## config.mk

```make
export PLATFORM = sky130hd
export DESIGN_NAME = peripheral_irq_enable_bank_one
export DESIGN_NICKNAME = d
export VERILOG_FILES = /design/src/rtl/irq_enable_pkg.sv /design/src/rtl/irq_source_gate.sv /design/src/rtl/peripheral_irq_enable_bank_one.sv
export VERILOG_INCLUDE_DIRS = /design/src /design/src/rtl
export SDC_FILE = /design/constraint.sdc
export NUM_CORES = 1
export LEC_CHECK = 0
export BUFFER_PORTS_ARGS = -buffer_cell sky130_fd_sc_hd__buf_4
export CORE_MARGIN = 2
export CORE_UTILIZATION = 39
export CTS_CLUSTER_DIAMETER = 80
export CTS_CLUSTER_SIZE = 20
export DETAILED_ROUTE_END_ITERATION = 16
export PLACE_DENSITY = 0.86
export SYNTH_ARGS = -nofsm -noshare
export SYNTH_HDL_FRONTEND = slang
export SYNTH_SLANG_ARGS = --single-unit
export TNS_END_PERCENT = 50
```

## constraint.sdc

```tcl
create_clock -name mclk_i -period 2.2 [get_ports mclk_i]
set_clock_uncertainty 0.05 [all_clocks]
set_input_delay 0.11 -clock mclk_i [delete_from_list [all_inputs] [get_ports mclk_i]]
set_output_delay 0.11 -clock mclk_i [all_outputs]
set_load 0.05 [all_outputs]
```

## src/rtl/irq_enable_consts.svh

```systemverilog
// Purpose: register offsets, field positions and reset values of the enable bank
// Assumes: 32-bit apb data, one aligned word per register
// Notes:   offsets chosen for this bank
`ifndef IRQ_ENABLE_CONSTS_SVH
`define IRQ_ENABLE_CONSTS_SVH

// ---------------------------------------------------------------------------
// offsets
// ---------------------------------------------------------------------------
`define IEN_FIRST_OFS   12'h000
`define IEN_CTRL_OFS    12'h004
`define IEN_STATUS_OFS  12'h008

// ---------------------------------------------------------------------------
// field positions of the first enable register
// ---------------------------------------------------------------------------
`define IEN_TMR1_BIT    0
`define IEN_TMR2_BIT    1
`define IEN_CCP_BIT     2
`define IEN_GAP_LO_BIT  3
`define IEN_TX_BIT      4
`define IEN_RX_BIT      5
`define IEN_ADC_BIT     6
`define IEN_GAP_HI_BIT  7
`define IEN_WMASK       8'h77
`define IEN_RESET       8'h00

// ---------------------------------------------------------------------------
// control register fields
// ---------------------------------------------------------------------------
`define CTRL_GATE_BIT   0
`define CTRL_PRIO_BIT   1
`define CTRL_RESET      2'h0

`endif

```

## src/rtl/irq_enable_pkg.sv

```systemverilog
// Purpose: shared types of the enable bank
// Assumes: nothing
// Notes:   constants live in the header
package irq_enable_pkg;
  typedef logic [7:0] enable_byte_t;
  typedef enum logic [2:0]
  {
    APB_IDLE   = 3'h1,
    APB_SETUP  = 3'h2,
    APB_ACCESS = 3'h4
  } apb_phase_t;
endpackage

```

## src/rtl/irq_source_gate.sv

```systemverilog
// Purpose: gate each peripheral request by its enable and by the global gate, which priority mode bypasses
// Assumes: requests and enables on mclk_i
// Notes:   purely combinational
`timescale 1ns/1ps
`default_nettype none
module irq_source_gate #(
  parameter int WIDTH = 8
)
(
  // requests and enables
  input  wire logic [WIDTH-1:0] req_i,
  input  wire logic [WIDTH-1:0] enable_i,
  // global gating
  input  wire logic             priority_mode_on_i,
  input  wire logic             global_peripheral_irq_gate_i,
  // result
  output logic      [WIDTH-1:0] pass_o
);
  logic gate_open;

  // ---------------------------------------------------------------------------
  // gating
  // ---------------------------------------------------------------------------
  assign gate_open = priority_mode_on_i | global_peripheral_irq_gate_i;
  assign pass_o    = req_i & enable_i & {WIDTH{gate_open}};
endmodule // irq_source_gate
`default_nettype wire

```

## src/rtl/peripheral_irq_enable_bank_one.sv

```systemverilog
// Purpose: first peripheral interrupt enable register behind an apb slave
// Assumes: single clock mclk_i, synchronous active-high reset
// Notes:   requests are same-clock logic, passed without synchronisers
//
// The register addresses and the APB interface to the registers were chosen for this implementation.
`timescale 1ns/1ps
`default_nettype none
`include "irq_enable_consts.svh"

// Behaviour
// per-source enable gates each request to core
// this is the first of two enable registers
// priority mode off needs global gate set
// bits 7 and 3 read zero, ignore writes
// bit 0 enables timer-one overflow interrupt
// bits 6,5,4,2,1 enable other sources; reset zero
module peripheral_irq_enable_bank_one
(
  // clock and reset
  input  wire logic        mclk_i,
  input  wire logic        reset_i,
  // apb slave
  input  wire logic        psel_i,
  input  wire logic        penable_i,
  input  wire logic        pwrite_i,
  input  wire logic [11:0] paddr_i,
  input  wire logic [31:0] pwdata_i,
  input  wire logic [3:0]  pstrb_i,
  output logic      [31:0] prdata_o,
  output logic             pready_o,
  output logic             pslverr_o,
  // peripheral requests, bit positions as the enable register
  input  wire logic        converter_done_req_i,
  input  wire logic        serial_receive_req_i,
  input  wire logic        serial_transmit_req_i,
  input  wire logic        capture_compare_req_i,
  input  wire logic        timer_two_match_req_i,
  input  wire logic        timer_one_overflow_req_i,
  // gated requests towards the core
  output logic      [7:0]  irq_pass_o,
  output logic             irq_any_o
);

  // ---------------------------------------------------------------------------
  // registers and internal nets
  // ---------------------------------------------------------------------------
  irq_enable_pkg::enable_byte_t enable_q;
  irq_enable_pkg::enable_byte_t enable_d;
  irq_enable_pkg::enable_byte_t en_vec;
  irq_enable_pkg::apb_phase_t   phase_q;
  irq_enable_pkg::apb_phase_t   phase_d;
  logic [1:0]                   ctrl_q;
  logic [1:0]                   ctrl_d;
  logic                         gate_on;
  logic                         prio_on;
  logic                         converter_done_irq_on;
  logic                         serial_receive_irq_on;
  logic                         serial_transmit_irq_on;
  logic                         capture_compare_irq_on;
  logic                         timer_two_match_irq_on;
  logic                         timer_one_overflow_irq_on;
  logic [7:0]                   req_vec;
  logic [7:0]                   pass_vec;
  logic                         xfer_on;
  logic                         access;
  logic                         answer;
  logic                         addr_ok;
  logic                         wr_commit;
  logic                         wr_first;
  logic                         wr_ctrl;
  logic [31:0]                  rd_d;
  logic [31:0]                  prdata_q;
  logic                         pslverr_q;
  logic [7:0]                   irq_pass_q;
  logic                         irq_any_q;

  // ---------------------------------------------------------------------------
  // address decode helpers
  // ---------------------------------------------------------------------------
  function automatic logic is_first(input logic [11:0] a);
    is_first = (a == `IEN_FIRST_OFS);
  endfunction

  function automatic logic is_ctrl(input logic [11:0] a);
    is_ctrl = (a == `IEN_CTRL_OFS);
  endfunction

  function automatic logic is_status(input logic [11:0] a);
    is_status = (a == `IEN_STATUS_OFS);
  endfunction

  function automatic logic known_addr(input logic [11:0] a);
    known_addr = is_first(a) || is_ctrl(a) || is_status(a);
  endfunction

  // drops the unimplemented enable bits
  function automatic irq_enable_pkg::enable_byte_t keep_implemented(
    input irq_enable_pkg::enable_byte_t v
  );
    keep_implemented                  = v & `IEN_WMASK;
    keep_implemented[`IEN_GAP_HI_BIT] = 1'b0;
    keep_implemented[`IEN_GAP_LO_BIT] = 1'b0;
  endfunction

  // ---------------------------------------------------------------------------
  // apb phase tracking: one wait state, answer in the second access cycle
  // ---------------------------------------------------------------------------
  always_comb
  begin
    phase_d = phase_q;
    case (phase_q)
      irq_enable_pkg::APB_IDLE:
      begin
        if (psel_i && penable_i)
          phase_d = irq_enable_pkg::APB_ACCESS;
        else if (psel_i)
          phase_d = irq_enable_pkg::APB_SETUP;
        else
          phase_d = irq_enable_pkg::APB_IDLE;
      end
      // setup seen, waiting for the first access cycle
      irq_enable_pkg::APB_SETUP:
      begin
        if (psel_i && penable_i)
          phase_d = irq_enable_pkg::APB_ACCESS;
        else if (psel_i)
          phase_d = irq_enable_pkg::APB_SETUP;
        else
          phase_d = irq_enable_pkg::APB_IDLE;
      end
      // answer cycle: pready high, then back to idle
      irq_enable_pkg::APB_ACCESS:
      begin
        phase_d = irq_enable_pkg::APB_IDLE;
      end
      default:
      begin
        phase_d = irq_enable_pkg::APB_IDLE;
      end
    endcase
  end

  always_ff @(posedge mclk_i)
  begin
    if (reset_i)
      phase_q <= irq_enable_pkg::APB_IDLE;
    else
      phase_q <= phase_d;
  end

  // ---------------------------------------------------------------------------
  // transfer decode: writes commit at the edge that completes the transfer
  // ---------------------------------------------------------------------------
  assign xfer_on   = psel_i & penable_i;
  assign access    = xfer_on & (phase_q != irq_enable_pkg::APB_ACCESS);
  assign answer    = (phase_q == irq_enable_pkg::APB_ACCESS);
  assign addr_ok   = known_addr(paddr_i);
  assign wr_commit = answer & xfer_on & pwrite_i & addr_ok & pstrb_i[0];
  assign wr_first  = wr_commit & is_first(paddr_i);
  assign wr_ctrl   = wr_commit & is_ctrl(paddr_i);

  // ---------------------------------------------------------------------------
  // first enable register (second register lives elsewhere)
  // ---------------------------------------------------------------------------
  always_comb
  begin
    enable_d = enable_q;
    if (wr_first)
      enable_d = keep_implemented(pwdata_i[7:0]);
  end

  always_ff @(posedge mclk_i)
  begin
    if (reset_i)
      enable_q <= `IEN_RESET;
    else
      enable_q <= enable_d;
  end

  // ---------------------------------------------------------------------------
  // named enable fields
  // ---------------------------------------------------------------------------
  assign converter_done_irq_on     = enable_q[`IEN_ADC_BIT];
  assign serial_receive_irq_on     = enable_q[`IEN_RX_BIT];
  assign serial_transmit_irq_on    = enable_q[`IEN_TX_BIT];
  assign capture_compare_irq_on    = enable_q[`IEN_CCP_BIT];
  assign timer_two_match_irq_on    = enable_q[`IEN_TMR2_BIT];
  assign timer_one_overflow_irq_on = enable_q[`IEN_TMR1_BIT];

  always_comb
  begin
    en_vec                     = 8'h00;
    en_vec[`IEN_ADC_BIT]       = converter_done_irq_on;
    en_vec[`IEN_RX_BIT]        = serial_receive_irq_on;
    en_vec[`IEN_TX_BIT]        = serial_transmit_irq_on;
    en_vec[`IEN_CCP_BIT]       = capture_compare_irq_on;
    en_vec[`IEN_TMR2_BIT]      = timer_two_match_irq_on;
    en_vec[`IEN_TMR1_BIT]      = timer_one_overflow_irq_on;
    en_vec[`IEN_GAP_LO_BIT]    = 1'b0;
    en_vec[`IEN_GAP_HI_BIT]    = 1'b0;
  end

  // ---------------------------------------------------------------------------
  // control register: global gate and priority mode
  // ---------------------------------------------------------------------------
  always_comb
  begin
    ctrl_d = ctrl_q;
    if (wr_ctrl)
      ctrl_d = pwdata_i[1:0];
  end

  always_ff @(posedge mclk_i)
  begin
    if (reset_i)
      ctrl_q <= `CTRL_RESET;
    else
      ctrl_q <= ctrl_d;
  end

  assign gate_on = ctrl_q[`CTRL_GATE_BIT];
  assign prio_on = ctrl_q[`CTRL_PRIO_BIT];

  // ---------------------------------------------------------------------------
  // request gating
  // ---------------------------------------------------------------------------
  always_comb
  begin
    req_vec                    = 8'h00;
    req_vec[`IEN_ADC_BIT]      = converter_done_req_i;
    req_vec[`IEN_RX_BIT]       = serial_receive_req_i;
    req_vec[`IEN_TX_BIT]       = serial_transmit_req_i;
    req_vec[`IEN_CCP_BIT]      = capture_compare_req_i;
    req_vec[`IEN_TMR2_BIT]     = timer_two_match_req_i;
    req_vec[`IEN_TMR1_BIT]     = timer_one_overflow_req_i;
  end

  irq_source_gate #(
    .WIDTH (8)
  ) u_gate (
    .req_i                        (req_vec),
    .enable_i                     (en_vec),
    .priority_mode_on_i           (prio_on),
    .global_peripheral_irq_gate_i (gate_on),
    .pass_o                       (pass_vec)
  );

  // ---------------------------------------------------------------------------
  // gated requests towards the core, one cycle after a change
  // ---------------------------------------------------------------------------
  always_ff @(posedge mclk_i)
  begin
    if (reset_i)
      irq_pass_q <= 8'h00;
    else
      irq_pass_q <= pass_vec;
  end

  always_ff @(posedge mclk_i)
  begin
    if (reset_i)
      irq_any_q <= 1'b0;
    else
      irq_any_q <= |pass_vec;
  end

  assign irq_pass_o = irq_pass_q;
  assign irq_any_o  = irq_any_q;

  // ---------------------------------------------------------------------------
  // read path
  // ---------------------------------------------------------------------------
  // unmapped offsets and gap bits read zero
  always_comb
  begin
    rd_d = 32'h0000_0000;
    if (is_first(paddr_i))
      rd_d[7:0] = keep_implemented(enable_q);
    else if (is_ctrl(paddr_i))
      rd_d[1:0] = ctrl_q;
    else if (is_status(paddr_i))
      rd_d[7:0] = pass_vec;
    else
      rd_d = 32'h0000_0000;
  end

  always_ff @(posedge mclk_i)
  begin
    if (reset_i)
      prdata_q <= 32'h0000_0000;
    else if (access)
      prdata_q <= pwrite_i ? 32'h0000_0000 : rd_d;
  end

  always_ff @(posedge mclk_i)
  begin
    if (reset_i)
      pslverr_q <= 1'b0;
    else if (access)
      pslverr_q <= ~addr_ok;
  end

  // ---------------------------------------------------------------------------
  // apb outputs
  // ---------------------------------------------------------------------------
  assign pready_o  = answer;
  assign prdata_o  = prdata_q;
  assign pslverr_o = pslverr_q & answer;
endmodule // peripheral_irq_enable_bank_one
`default_nettype wire

```

==> metrics.json, run 1 <==
{
  "detailed_routing": {
    "drt_drc_violations_left": 0,
    "vias_per_cell": 4.861,
    "wire_per_inst_um": 11.38,
    "drt_pre_antenna_iters": 4,
    "route.antenna.remaining_nets": 0,
    "finalWirelength_mm": 2.947,
    "vias": 1259,
    "detailedRoute.firstIterationViolations": 31
  },
  "timing": {
    "max_freq_mhz": 591.6,
    "drv_slew": 0,
    "worst_slew_pin_slew_ps": 536.9,
    "timing.final.hold_violations": 0,
    "final_worst_path_period_share_pct": 76.83,
    "max_slew_margin_pct": 63.88,
    "tns_ps": 0,
    "unrepaired_setup_endpoints_after_global_routing": "false",
    "post-route-min-period_ps": 1690,
    "hold_ws_ps": 20.39,
    "final_setup_violating_endpoints": 0
  },
  "critical_path": {
    "r2r_depth": 4,
    "crit_required_ps": 2360,
    "timing.rr.start": "phase_q[1]$_SDFF_PP0_",
    "crit_path_end_kind": "flip-flop",
    "critical_path.max_fanout": 8,
    "start_kind": "primary input",
    "criticalPathCategory": "in -> reg",
    "arrival_ps": 1850,
    "reg2reg_setup_slack_ps": 700,
    "reg2reg_to": "enable_q[1]$_SDFFE_PP0P_"
  },
  "power_and_ir_drop": {
    "leakage_nw": 0.7023,
    "power.density_cell_area_nw_per_um2": 509.5,
    "report.power.total_mw": 0.8594,
    "max-vdd-ir-drop_mv": 0.2906
  },
  "logic_synthesis": {
    "synth.distinct_cells": 32,
    "largest_family_of_logic_cells_by_synthesized_area": "simple AND/OR/NAND/NOR gates",
    "yosys-mux-area-fraction_pct": 0,
    "synth_seq_cells": 25,
    "synth_area_um2": 1308,
    "fraction_of_the_mapped_netlist_area_in_simple_logic_gates_pct": 25.93,
    "postSynthCellCount": 162,
    "seq_area_frac_synth_pct": 38.28,
    "synth-adder-area-share_pct": 0,
    "post_synth.cell_area_avg_um2": 8.071,
    "synthXorXnorAreaFrac_pct": 0.6699,
    "synth_compound_gate_area_share_pct": 15.79,
    "yosys_warnings": 0
  },
  "clock_network": {
    "worst_setup_hold_path_clk_slew_ps": 130,
    "cts.repair.resized": 0,
    "clkLatencyLatePin_ps": 300,
    "postCtsSetupRepairBufs": 0,
    "cts_tree": "built",
    "tritoncts.num_buffers": 3,
    "root_buffer": "sky130_fd_sc_hd__clkbuf_4",
    "hold_buffers": 6,
    "clock-sinks": 25,
    "cts-htree-levels": 1,
    "cts-root-to-sink-buffers": 2
  },
  "layout": {
    "antennaDiodeCount": 0,
    "fraction_of_layout_instances_using_a_drive_strength_above_1_pct": 25.35,
    "utilization_pct": 51.35,
    "num-nets-final": 273,
    "fillers": 342,
    "area.growth.synth_to_final_pct": 29.00,
    "finish.instance_area_um2": 1687
  },
  "outcome": {
    "outcome": "finished clean"
  },
  "grt": {
    "largest_net_degree_at_the_start_of_global_routing": 18,
    "initial_antenna_violation_count": 0,
    "grt_util_all_layers_pct": 15.82,
    "first_global_vias": 1096,
    "grt_first_pass_wirelength_mm": 4.526,
    "grt.met2_usage_pct": 27.52,
    "grt_most_used_layer": "met2",
    "global_route.overflow_total": 0,
    "grt_use_met1_pct": 19.95,
    "globalRouteMet3Util_pct": 2.484
  },
  "placement": {
    "port_buffers": 44,
    "place.detailed.hpwl_mm": 2.314,
    "place_area_um2": 1570,
    "gp_congestion": 0.8658
  },
  "die": {
    "start_util_pct": 39.81,
    "die-area_um2": 3832,
    "die-width_um": 61.90,
    "placementRows": 21,
    "fp.coreArea_um2": 3284,
    "die_outline_height_um": 61.90,
    "num_io_pins": 102
  },
  "flow_run": {
    "cap_violations": 0
  },
  "hold_path": {
    "worstHoldStart": "converter_done_req_i",
    "worst_hold_path_type": "in -> reg",
    "min_delay_worst_endpoint": "irq_pass_o[6]$_SDFF_PP0_",
    "depth_of_the_worst_hold_timing_path": 3
  }
}
## worst max path at each step
stage                               start                        to  cells past startpoint
floorplan           phase_q[1]$_SDFF_PP0_    ctrl_q[0]$_SDFFE_PP0P_                      5
global placement               paddr_i[5]  enable_q[0]$_SDFFE_PP0P_                      5
detailed placement             paddr_i[5]  enable_q[5]$_SDFFE_PP0P_                      5
CTS                                psel_i  enable_q[5]$_SDFFE_PP0P_                      6
global route                       psel_i    ctrl_q[1]$_SDFFE_PP0P_                      6
finish                             psel_i  enable_q[5]$_SDFFE_PP0P_                      6
## power breakdown
part / internal [mW] / switching [mW]
Combinational: 0.0553 / 0.147
Clock: 0.0707 / 0.126
Sequential: 0.457 / 0.00306
## through the flow
step | std cells | worst slack, ps
2_1_floorplan | 189 | 212.6
3_3_place_gp | 246 | 365.6
3_5_place_dp | 246 | 329.1
4_1_cts | 256 | 510.6
5_1_grt | 259 | 438.4
6_report | 259 | 509.6
## cells in the mapped netlist, drive strengths merged
| library cell | count | area, µm² |
|---|---|---|
| and4 | 1 | 8.760 |
| nand4 | 12 | 75.07 |
| nor3b | 1 | 12.51 |
| or4 | 3 | 26.27 |
| o2bb2ai | 2 | 17.52 |
| or2 | 2 | 12.51 |
| o21bai | 1 | 7.510 |
| a31oi | 1 | 6.260 |
| nor2 | 12 | 45.04 |
| o21ai | 14 | 70.07 |
| buf | 30 | 219.0 |
| a21oi | 16 | 80.08 |
| nand3 | 3 | 15.01 |
| nand2 | 15 | 56.30 |
| xor2 | 1 | 8.760 |
| a211oi | 1 | 7.510 |
| dfxtp | 25 | 500.5 |
| conb | 1 | 3.750 |
| inv | 4 | 15.01 |
| nand3b | 2 | 15.01 |
| clkbuf | 4 | 15.01 |
| nor3 | 4 | 20.02 |
| nor4 | 3 | 40.04 |
| o2111ai | 2 | 17.52 |
| and2 | 2 | 12.52 |
## layout by cell type, fill, tap and decap left out, types with 2 or more instances in the layout
cell type,netlist,routed
sky130_fd_sc_hd__a21oi_1,16,16
sky130_fd_sc_hd__buf_4,28,45
sky130_fd_sc_hd__inv_1,4,4
sky130_fd_sc_hd__o21ai_1,8,8
sky130_fd_sc_hd__dfxtp_1,25,25
sky130_fd_sc_hd__or4_1,2,2
sky130_fd_sc_hd__nand3_1,3,3
sky130_fd_sc_hd__o21ai_0,6,6
sky130_fd_sc_hd__nand4_1,12,12
sky130_fd_sc_hd__nor3_1,4,4
sky130_fd_sc_hd__o2bb2ai_1,2,2
sky130_fd_sc_hd__nand2_1,15,15
sky130_fd_sc_hd__nor2_1,12,12
sky130_fd_sc_hd__o2111ai_1,2,2
sky130_fd_sc_hd__dlygate4sd3_1,0,9
sky130_fd_sc_hd__conb_1,1,28
sky130_fd_sc_hd__clkbuf_4,0,3
sky130_fd_sc_hd__nand3b_1,2,2
sky130_fd_sc_hd__or2_2,2,2
## final cells by class
type | count | area, µm² | area share, %
timing repair buffer | 54 | 427.9 | 25.37
sequential | 25 | 500.5 | 29.67
clock buffer | 4 | 26.28 | 1.558
inverter | 4 | 15.01 | 0.8902
multi-input combinational | 126 | 659.4 | 39.09
tap | 46 | 57.56 | 3.412
## critical path, stage by stage
cell	delay, ps
sky130_fd_sc_hd__dlygate4sd3_1	520
sky130_fd_sc_hd__buf_4	120
sky130_fd_sc_hd__nand2_1	130
sky130_fd_sc_hd__or4_1	700
sky130_fd_sc_hd__o21ai_1	190
sky130_fd_sc_hd__a21oi_1	80
## registers in the layout (all words and copies together), names as in the netlist
register	cells
enable_q	6
irq_pass_o	6
ctrl_q	2
phase_q	3
prdata_o	6
irq_any_o	1
pslverr_q	1
## cell families after synthesis
logic type / count (synthesis)
AND/OR/NAND/NOR: 60
other: 1
buffers and inverters: 38
XOR/XNOR: 1
AO/OA/AOI/OAI: 37
flip-flops: 25
## layer usage
layer,routed length [µm],up-vias
met5,0,-
met4,27,0
met3,170,4
met2,1411,58
met1,1338,571
li1,-,626
Note: power is estimated with default switching activity, not from simulation.
==> run 2, diff against run 1 <==
--- a/config.mk
+++ b/config.mk
@@ -8,11 +8,11 @@
 export LEC_CHECK = 0
 export BUFFER_PORTS_ARGS = -buffer_cell sky130_fd_sc_hd__buf_4
 export CORE_MARGIN = 2
-export CORE_UTILIZATION = 39
+export CORE_UTILIZATION = 35
 export CTS_CLUSTER_DIAMETER = 80
 export CTS_CLUSTER_SIZE = 20
 export DETAILED_ROUTE_END_ITERATION = 16
-export PLACE_DENSITY = 0.86
+export PLACE_DENSITY = 0.82
 export SYNTH_ARGS = -nofsm -noshare
 export SYNTH_HDL_FRONTEND = slang
 export SYNTH_SLANG_ARGS = --single-unit
==> constraint.sdc (replaced) <==
create_clock -name mclk_i -period 1.4 [get_ports mclk_i]
set_clock_uncertainty 0.05 [all_clocks]
set_input_delay 0.07 -clock mclk_i [delete_from_list [all_inputs] [get_ports mclk_i]]
set_output_delay 0.07 -clock mclk_i [all_outputs]
set_load 0.05 [all_outputs]
==> run 2 against run 1 <==
Effect of this change:
- the flow now finishes with violations (setup timing)
- combinational power up 55%
- worst hold slack worse by 9.6 ps
- setup slack worse by 560 ps
- cell count up 2.7%
- critical path depth unchanged
- largest power group unchanged
- register-to-register slack worse by 750 ps
- first-iteration DRC count up 26%
- clock power up 110%
- critical path type is now reg -> reg
- via count up 1.3%
- sequential power up 58%
==> metrics.json, run 2 (same netlist as run 1, synthesis figures left out) <==
{
  "clock_network": {
    "root_buffer": "sky130_fd_sc_hd__clkbuf_8",
    "tritoncts.num_buffers": 3,
    "cts-root-to-sink-buffers": 2,
    "worst_setup_hold_path_clk_slew_ps": 90,
    "clkLatencyLatePin_ps": 260,
    "clock-sinks": 25,
    "cts_tree": "built",
    "cts-htree-levels": 1
  },
  "timing": {
    "unrepaired_setup_endpoints_after_global_routing": "true",
    "max_slew_margin_pct": 64.34,
    "tns_ps": -203.5,
    "final_worst_path_period_share_pct": 103.8,
    "setup_slack_ps": -52.54,
    "worst_slew_pin_slew_ps": 533.7,
    "final_setup_violating_endpoints": 7,
    "max_freq_mhz": 688.4,
    "drv_slew": 0,
    "post-route-min-period_ps": 1453,
    "timing.final.hold_violations": 0
  },
  "power_and_ir_drop": {
    "max-vdd-ir-drop_mv": 0.4732,
    "leakage_nw": 0.7506,
    "power.density_cell_area_nw_per_um2": 827.1
  },
  "detailed_routing": {
    "route.antenna.remaining_nets": 0,
    "drt_drc_violations_left": 0,
    "vias": 1275,
    "vias_per_cell": 4.793,
    "wire_per_inst_um": 11.61,
    "detailedRoute.firstIterationViolations": 39,
    "finalWirelength_mm": 3.089,
    "drt_pre_antenna_iters": 4
  },
  "grt": {
    "global_route.overflow_total": 0,
    "largest_net_degree_at_the_start_of_global_routing": 18,
    "first_global_vias": 1085,
    "grt_util_all_layers_pct": 14.22,
    "grt_first_pass_wirelength_mm": 4.740,
    "initial_antenna_violation_count": 0
  },
  "hold_path": {
    "depth_of_the_worst_hold_timing_path": 2,
    "min_delay_worst_endpoint": "phase_q[0]$_SDFF_PP1_",
    "worstHoldStart": "psel_i",
    "worst_hold_path_type": "in -> reg"
  },
  "die": {
    "placementRows": 22,
    "num_io_pins": 102,
    "die_outline_height_um": 65.12,
    "start_util_pct": 35.98,
    "die-area_um2": 4241,
    "fp.coreArea_um2": 3633,
    "die-width_um": 65.12
  },
  "placement": {
    "port_buffers": 44,
    "gp_congestion": 0.8077,
    "place.detailed.hpwl_mm": 2.367,
    "placedCellCount": 258
  },
  "outcome": {
    "outcome": "finished with violations",
    "violations": "setup timing"
  },
  "critical_path": {
    "start_kind": "flip-flop",
    "critical_path.max_fanout": 4,
    "crit_path_end_kind": "flip-flop",
    "crit_path_max_incr_delay_ps": 320,
    "arrival_ps": 1600,
    "r2r_depth": 6,
    "crit_path_top_delay_cell": "sky130_fd_sc_hd__dfxtp_1",
    "crit_path_frequent_cell": "sky130_fd_sc_hd__buf_4",
    "reg2reg_to": "prdata_o[2]$_SDFFE_PP0P_",
    "critical_path.cell_chain": "nor3b_4, buf_4, buf_4, nor2_1, nand4_1, a21oi_1",
    "criticalPathCategory": "reg -> reg",
    "timing.rr.start": "phase_q[2]$_SDFF_PP0_",
    "reg2reg_setup_slack_ps": -50,
    "crit_required_ps": 1550
  },
  "layout": {
    "fillers": 369,
    "antennaDiodeCount": 0,
    "mostFrequentLayoutCell": "sky130_fd_sc_hd__buf_4",
    "area.growth.synth_to_final_pct": 35.02,
    "fraction_of_layout_instances_using_a_drive_strength_above_1_pct": 33.49,
    "num-nets-final": 278,
    "leading_cell_types_in_the_layout_fill_and_taps_excluded": "55 x sky130_fd_sc_hd__buf_4, 28 x sky130_fd_sc_hd__conb_1, 23 x sky130_fd_sc_hd__dfxtp_1, 16 x sky130_fd_sc_hd__a21oi_1, 15 x sky130_fd_sc_hd__nand2_1",
    "fin_cells": 266,
    "utilization_pct": 48.59
  },
  "flow_run": {
    "cap_violations": 0
  }
}
==> run 2: area by class of cell <==
type,count,area (µm²),area share [%]
clock buffers,4,45.04,2.551
inverters,4,15.01,0.8505
multi-input cells,126,683.2,38.70
flip-flops and latches,25,503.0,28.49
well taps,48,60.06,3.402
repair buffers,59,459.2,26.01
==> run 2: repair_timing <==
action | 4_1_cts | 5_1_grt
resized for setup | 6 | 3
hold buffers | 2 | 0
pin swaps | 2 | 1
hold endpoints to repair | 2 | 0
setup endpoints to repair | 9 | 16
setup buffers | 1 | 1
gates cloned | 0 | 0
==> run 2: metal layers <==
layer	up-vias	part of all wire [%]	track usage, %
li1	630	-	-
met1	578	43	17.88
met2	65	49	25.26
met3	2	7.8	2.226
met4	0	0.52	3.906
met5	-	0	0
==> run 2: power breakdown <==
part | total [mW] | switching (mW) | internal [mW]
Sequential | 0.725 | 0.00614 | 0.719
Combinational | 0.314 | 0.230 | 0.0847
Clock | 0.421 | 0.218 | 0.203
==> run 2: stage by stage <==
step / setup slack [ps] / power, mW / hold slack, ps / cell area, µm²
finish: -52.54 / 1.460 / 10.75 / 1765
global route: -93.88 / 1.505 / 31.28 / 1765
CTS: -27.87 / 1.455 / 12.10 / 1748
detailed placement: -383.5 / 1.046 / 226.3 / 1660
global placement: -347.4 / 1.044 / 223.5 / 1660
floorplan: -221.3 / 1.019 / 111.4 / 1425
==> run 2: worst max path at each step <==
stage                     startpoint                       end  cells past startpoint
6_report       phase_q[2]$_SDFF_PP0_  prdata_o[2]$_SDFFE_PP0P_                      6
5_1_grt        phase_q[0]$_SDFF_PP1_    ctrl_q[1]$_SDFFE_PP0P_                      6
4_1_cts        phase_q[1]$_SDFF_PP0_                 pslverr_o                      4
3_5_place_dp              paddr_i[5]    ctrl_q[0]$_SDFFE_PP0P_                      5
3_3_place_gp              paddr_i[5]  enable_q[4]$_SDFFE_PP0P_                      5
2_1_floorplan             paddr_i[5]  enable_q[0]$_SDFFE_PP0P_                      5
==> run 2: worst max-delay path: cells and delay by family (launching register included) <==
family | cells | cell delay, ps
AND/OR/NAND/NOR | 3 | 580
flip-flops | 1 | 320
buffers and inverters | 2 | 290
AO/OA/AOI/OAI | 1 | 150
==> run 3, diff against run 2 <==
--- a/config.mk
+++ b/config.mk
@@ -8,12 +8,13 @@
 export LEC_CHECK = 0
 export BUFFER_PORTS_ARGS = -buffer_cell sky130_fd_sc_hd__buf_4
 export CORE_MARGIN = 2
-export CORE_UTILIZATION = 35
+export CORE_UTILIZATION = 37
 export CTS_CLUSTER_DIAMETER = 80
 export CTS_CLUSTER_SIZE = 20
 export DETAILED_ROUTE_END_ITERATION = 16
-export PLACE_DENSITY = 0.82
+export PLACE_DENSITY = 0.83
 export SYNTH_ARGS = -nofsm -noshare
 export SYNTH_HDL_FRONTEND = slang
+export SYNTH_HIERARCHICAL = 1
 export SYNTH_SLANG_ARGS = --single-unit
 export TNS_END_PERCENT = 50
==> run 3 against run 2 <==
Effect of this change:
- cell count shrank 3.4%
- final area grew 10%
- critical path type is now reg -> out
- core utilization grew 4.1 points
- the flow now finishes without violations
==> metrics.json, run 3 <==
{
  "detailed_routing": {
    "wire_per_inst_um": 11.61,
    "vias": 1231,
    "detailedRoute.firstIterationViolations": 60,
    "route.antenna.remaining_nets": 0,
    "vias_per_cell": 4.790,
    "drt_pre_antenna_iters": 4,
    "drt_drc_violations_left": 0,
    "finalWirelength_mm": 2.985
  },
  "grt": {
    "first_global_vias": 1088,
    "largest_net_degree_at_the_start_of_global_routing": 23,
    "grt_util_all_layers_pct": 14.88,
    "global_route.overflow_total": 0,
    "initial_antenna_violation_count": 0,
    "grt_first_pass_wirelength_mm": 4.836
  },
  "logic_synthesis": {
    "yosys-mux-area-fraction_pct": 4.522,
    "synth-adder-area-share_pct": 0,
    "synth_compound_gate_area_share_pct": 18.61,
    "synth_area_um2": 1439,
    "netlist_top_cells_count": "29 x sky130_fd_sc_hd__dfxtp_1, 25 x sky130_fd_sc_hd__buf_4, 11 x sky130_fd_sc_hd__a21oi_1",
    "post_synth.cell_area_avg_um2": 9.657,
    "synth.distinct_cells": 30,
    "synth.largest_area_cell": "sky130_fd_sc_hd__dfxtp_1",
    "yosys-top-cells-area": "sky130_fd_sc_hd__dfxtp_1 40%, sky130_fd_sc_hd__buf_4 13%, sky130_fd_sc_hd__o211a_1 5.6%, sky130_fd_sc_hd__nand4_1 3.9%, sky130_fd_sc_hd__nor2b_1 3.9%",
    "number_of_enable_flip_flop_cells_after_synthesis": 0,
    "seq_area_frac_synth_pct": 40.35,
    "yosys_warnings": 6,
    "fraction_of_the_mapped_netlist_area_in_simple_logic_gates_pct": 21.22,
    "synth-main-ff-cell": "sky130_fd_sc_hd__dfxtp_1",
    "synthXorXnorAreaFrac_pct": 0.6087,
    "postSynthCellCount": 149,
    "postSynth.asyncResetShare_pct": 0,
    "largest_family_of_logic_cells_by_synthesized_area": "simple AND/OR/NAND/NOR gates",
    "synth_seq_cells": 29,
    "netlist.area_leader.share_pct": 40.35,
    "synth.most_common_cell": "sky130_fd_sc_hd__dfxtp_1"
  },
  "critical_path": {
    "r2r_depth": 4,
    "reg2reg_setup_slack_ps": 40,
    "reg2reg_to": "prdata_o[6]$_SDFFE_PP0P_",
    "crit_path_top_delay_cell": "sky130_fd_sc_hd__dfxtp_2",
    "critical_path.cell_chain": "nor3b_4, and2_4, buf_8",
    "crit_path_end_kind": "output port",
    "criticalPathCategory": "reg -> out",
    "timing.rr.start": "phase_q[0]$_SDFF_PP1_",
    "arrival_ps": 1260,
    "crit_buf_inv": 1,
    "critical_path.max_fanout": 5,
    "cpLargestDelayFamily": "simple AND/OR/NAND/NOR gates",
    "crit_path_max_incr_delay_ps": 330,
    "start_kind": "flip-flop",
    "crit_required_ps": 1280
  },
  "timing": {
    "hold_ws_ps": 29.59,
    "final_setup_violating_endpoints": 0,
    "unrepaired_setup_endpoints_after_global_routing": "true",
    "setup_slack_ps": 21.08,
    "post-route-min-period_ps": 1379,
    "max_freq_mhz": 725.2,
    "timing.final.hold_violations": 0,
    "final_worst_path_period_share_pct": 98.49,
    "drv_slew": 0
  },
  "placement": {
    "placedCellCount": 245,
    "gp_congestion": 0.7665,
    "port_buffers": 48,
    "place.detailed.hpwl_mm": 2.298,
    "dp_worst_setup_slack_ps": -195.3
  },
  "power_and_ir_drop": {
    "share_seq_of_total_power_pct": 47.5,
    "report.power.total_mw": 1.770,
    "power.density_cell_area_nw_per_um2": 910.8,
    "max-vdd-ir-drop_mv": 0.3216,
    "clkPwrFrac_pct": 36.2,
    "combinationalPowerShare_pct": 16.3,
    "leakage_nw": 0.9768,
    "switching_fraction_pct": 28.83,
    "total_switching_power_mw": 0.5102,
    "cellInternalPower_mw": 1.260
  },
  "die": {
    "die-width_um": 66.36,
    "placementRows": 22,
    "die-area_um2": 4404,
    "fp.coreArea_um2": 3689,
    "die_outline_height_um": 66.36,
    "start_util_pct": 39.01,
    "num_io_pins": 102
  },
  "clock_network": {
    "tritoncts.num_buffers": 5,
    "root_buffer": "sky130_fd_sc_hd__clkbuf_8",
    "clkLatencyLatePin_ps": 280,
    "cts-root-to-sink-buffers": 2,
    "worst_setup_hold_path_clk_slew_ps": 60,
    "cts-htree-levels": 2,
    "cts_tree": "built",
    "clock-sinks": 29
  },
  "hold_path": {
    "depth_of_the_worst_hold_timing_path": 3,
    "worstHoldStart": "pwdata_i[2]",
    "worst_hold_path_type": "in -> reg",
    "min_delay_worst_endpoint": "enable_q[2]$_SDFFE_PP0P_"
  },
  "outcome": {
    "outcome": "finished clean"
  },
  "layout": {
    "num-nets-final": 267,
    "antennaDiodeCount": 0,
    "fraction_of_layout_instances_using_a_drive_strength_above_1_pct": 38.76,
    "leading_cell_types_in_the_layout_fill_and_taps_excluded": "51 x sky130_fd_sc_hd__buf_4, 28 x sky130_fd_sc_hd__conb_1, 26 x sky130_fd_sc_hd__dfxtp_1, 11 x sky130_fd_sc_hd__a21oi_1",
    "area.growth.synth_to_final_pct": 35.04,
    "mostFrequentLayoutCell": "sky130_fd_sc_hd__buf_4",
    "fin_cells": 257,
    "fillers": 355
  },
  "flow_run": {
    "cap_violations": 0
  }
}
-- run 3: worst register-to-register path, cell delays in order (launching register included) --
cell and delay (ps):
sky130_fd_sc_hd__dfxtp_2 330, sky130_fd_sc_hd__nor3b_4 310, sky130_fd_sc_hd__nor2_2 120, sky130_fd_sc_hd__and4bb_4 250
sky130_fd_sc_hd__a22o_1 180
-- run 3: worst max path at each step --
stage | start | to | slack (ps) | cells after the start
2_1_floorplan | phase_q[0]$_SDFF_PP1_ | prdata_o[2]$_SDFFE_PP0P_ | -220 | 4
3_3_place_gp | paddr_i[9] | ctrl_q[1]$_SDFFE_PP0P_ | -130 | 5
3_5_place_dp | paddr_i[9] | enable_q[4]$_SDFFE_PP0P_ | -200 | 5
4_1_cts | phase_q[1]$_SDFF_PP0_ | pslverr_o | 6 | 3
5_1_grt | phase_q[0]$_SDFF_PP1_ | pslverr_o | -40 | 3
6_report | phase_q[0]$_SDFF_PP1_ | pslverr_o | 20 | 3
-- run 3: cells by family (layout without fill, tap and decap cells) --
| kind of cell | after synthesis | after routing |
|---|---|---|
| AND/OR/NAND/NOR | 44 | 44 |
| other | 1 | 28 |
| XOR/XNOR | 1 | 1 |
| multiplexers | 6 | 6 |
| flip-flops | 29 | 29 |
| AO/OA/AOI/OAI | 38 | 38 |
| buffers and inverters | 30 | 63 |
-- run 3: repair_timing --
| item | CTS | global route |
|---|---|---|
| pin swaps | 2 | 2 |
| buffers inserted | 0 | 2 |
| resized for setup | 2 | 16 |
| setup endpoints to repair | 1 | 17 |
| endpoints found under the hold margin | 3 | 0 |
| hold buffers | 2 | 0 |
-- run 3: power by group through the flow --
stage / logic (mW) / registers (mW) / clock network (mW)
after floorplan: 0.243 / 0.857 / 0
after global placement: 0.273 / 0.857 / 0
after detailed placement: 0.274 / 0.858 / 0
after global routing: 0.305 / 0.841 / 0.701
after CTS: 0.279 / 0.840 / 0.662
final: 0.289 / 0.840 / 0.641
-- run 3: cell type report --
| cell class | count | area (µm²) | share of cell area, % |
|---|---|---|---|
| multi-input combinational | 117 | 783.3 | 40.31 |
| sequential | 29 | 584.3 | 30.07 |
| timing repair buffer | 55 | 432.9 | 22.28 |
| clock buffer | 6 | 72.57 | 3.735 |
| tap | 48 | 60.06 | 3.091 |
| clock inverter | 2 | 10.01 | 0.5151 |
-- run 3: per-layer routing --
layer	global-route usage [%]	part of all wire, %	vias up
li1	-	-	610
met1	16.89	43	558
met2	24.25	46	55
met3	4.940	8.2	8
met4	8.418	2.6	0
met5	0	0	-
-- run 3: per-stage QoR --
stage / cell area, µm² / TNS (ps) / utilization, %
after global routing: 1943 / -115.0 / 52.68
after global placement: 1788 / -1411 / 48.47
final: 1943 / 0 / 52.68
after detailed placement: 1788 / -1839 / 48.47
after floorplan: 1560 / -3178 / -
after CTS: 1896 / 0 / 51.39
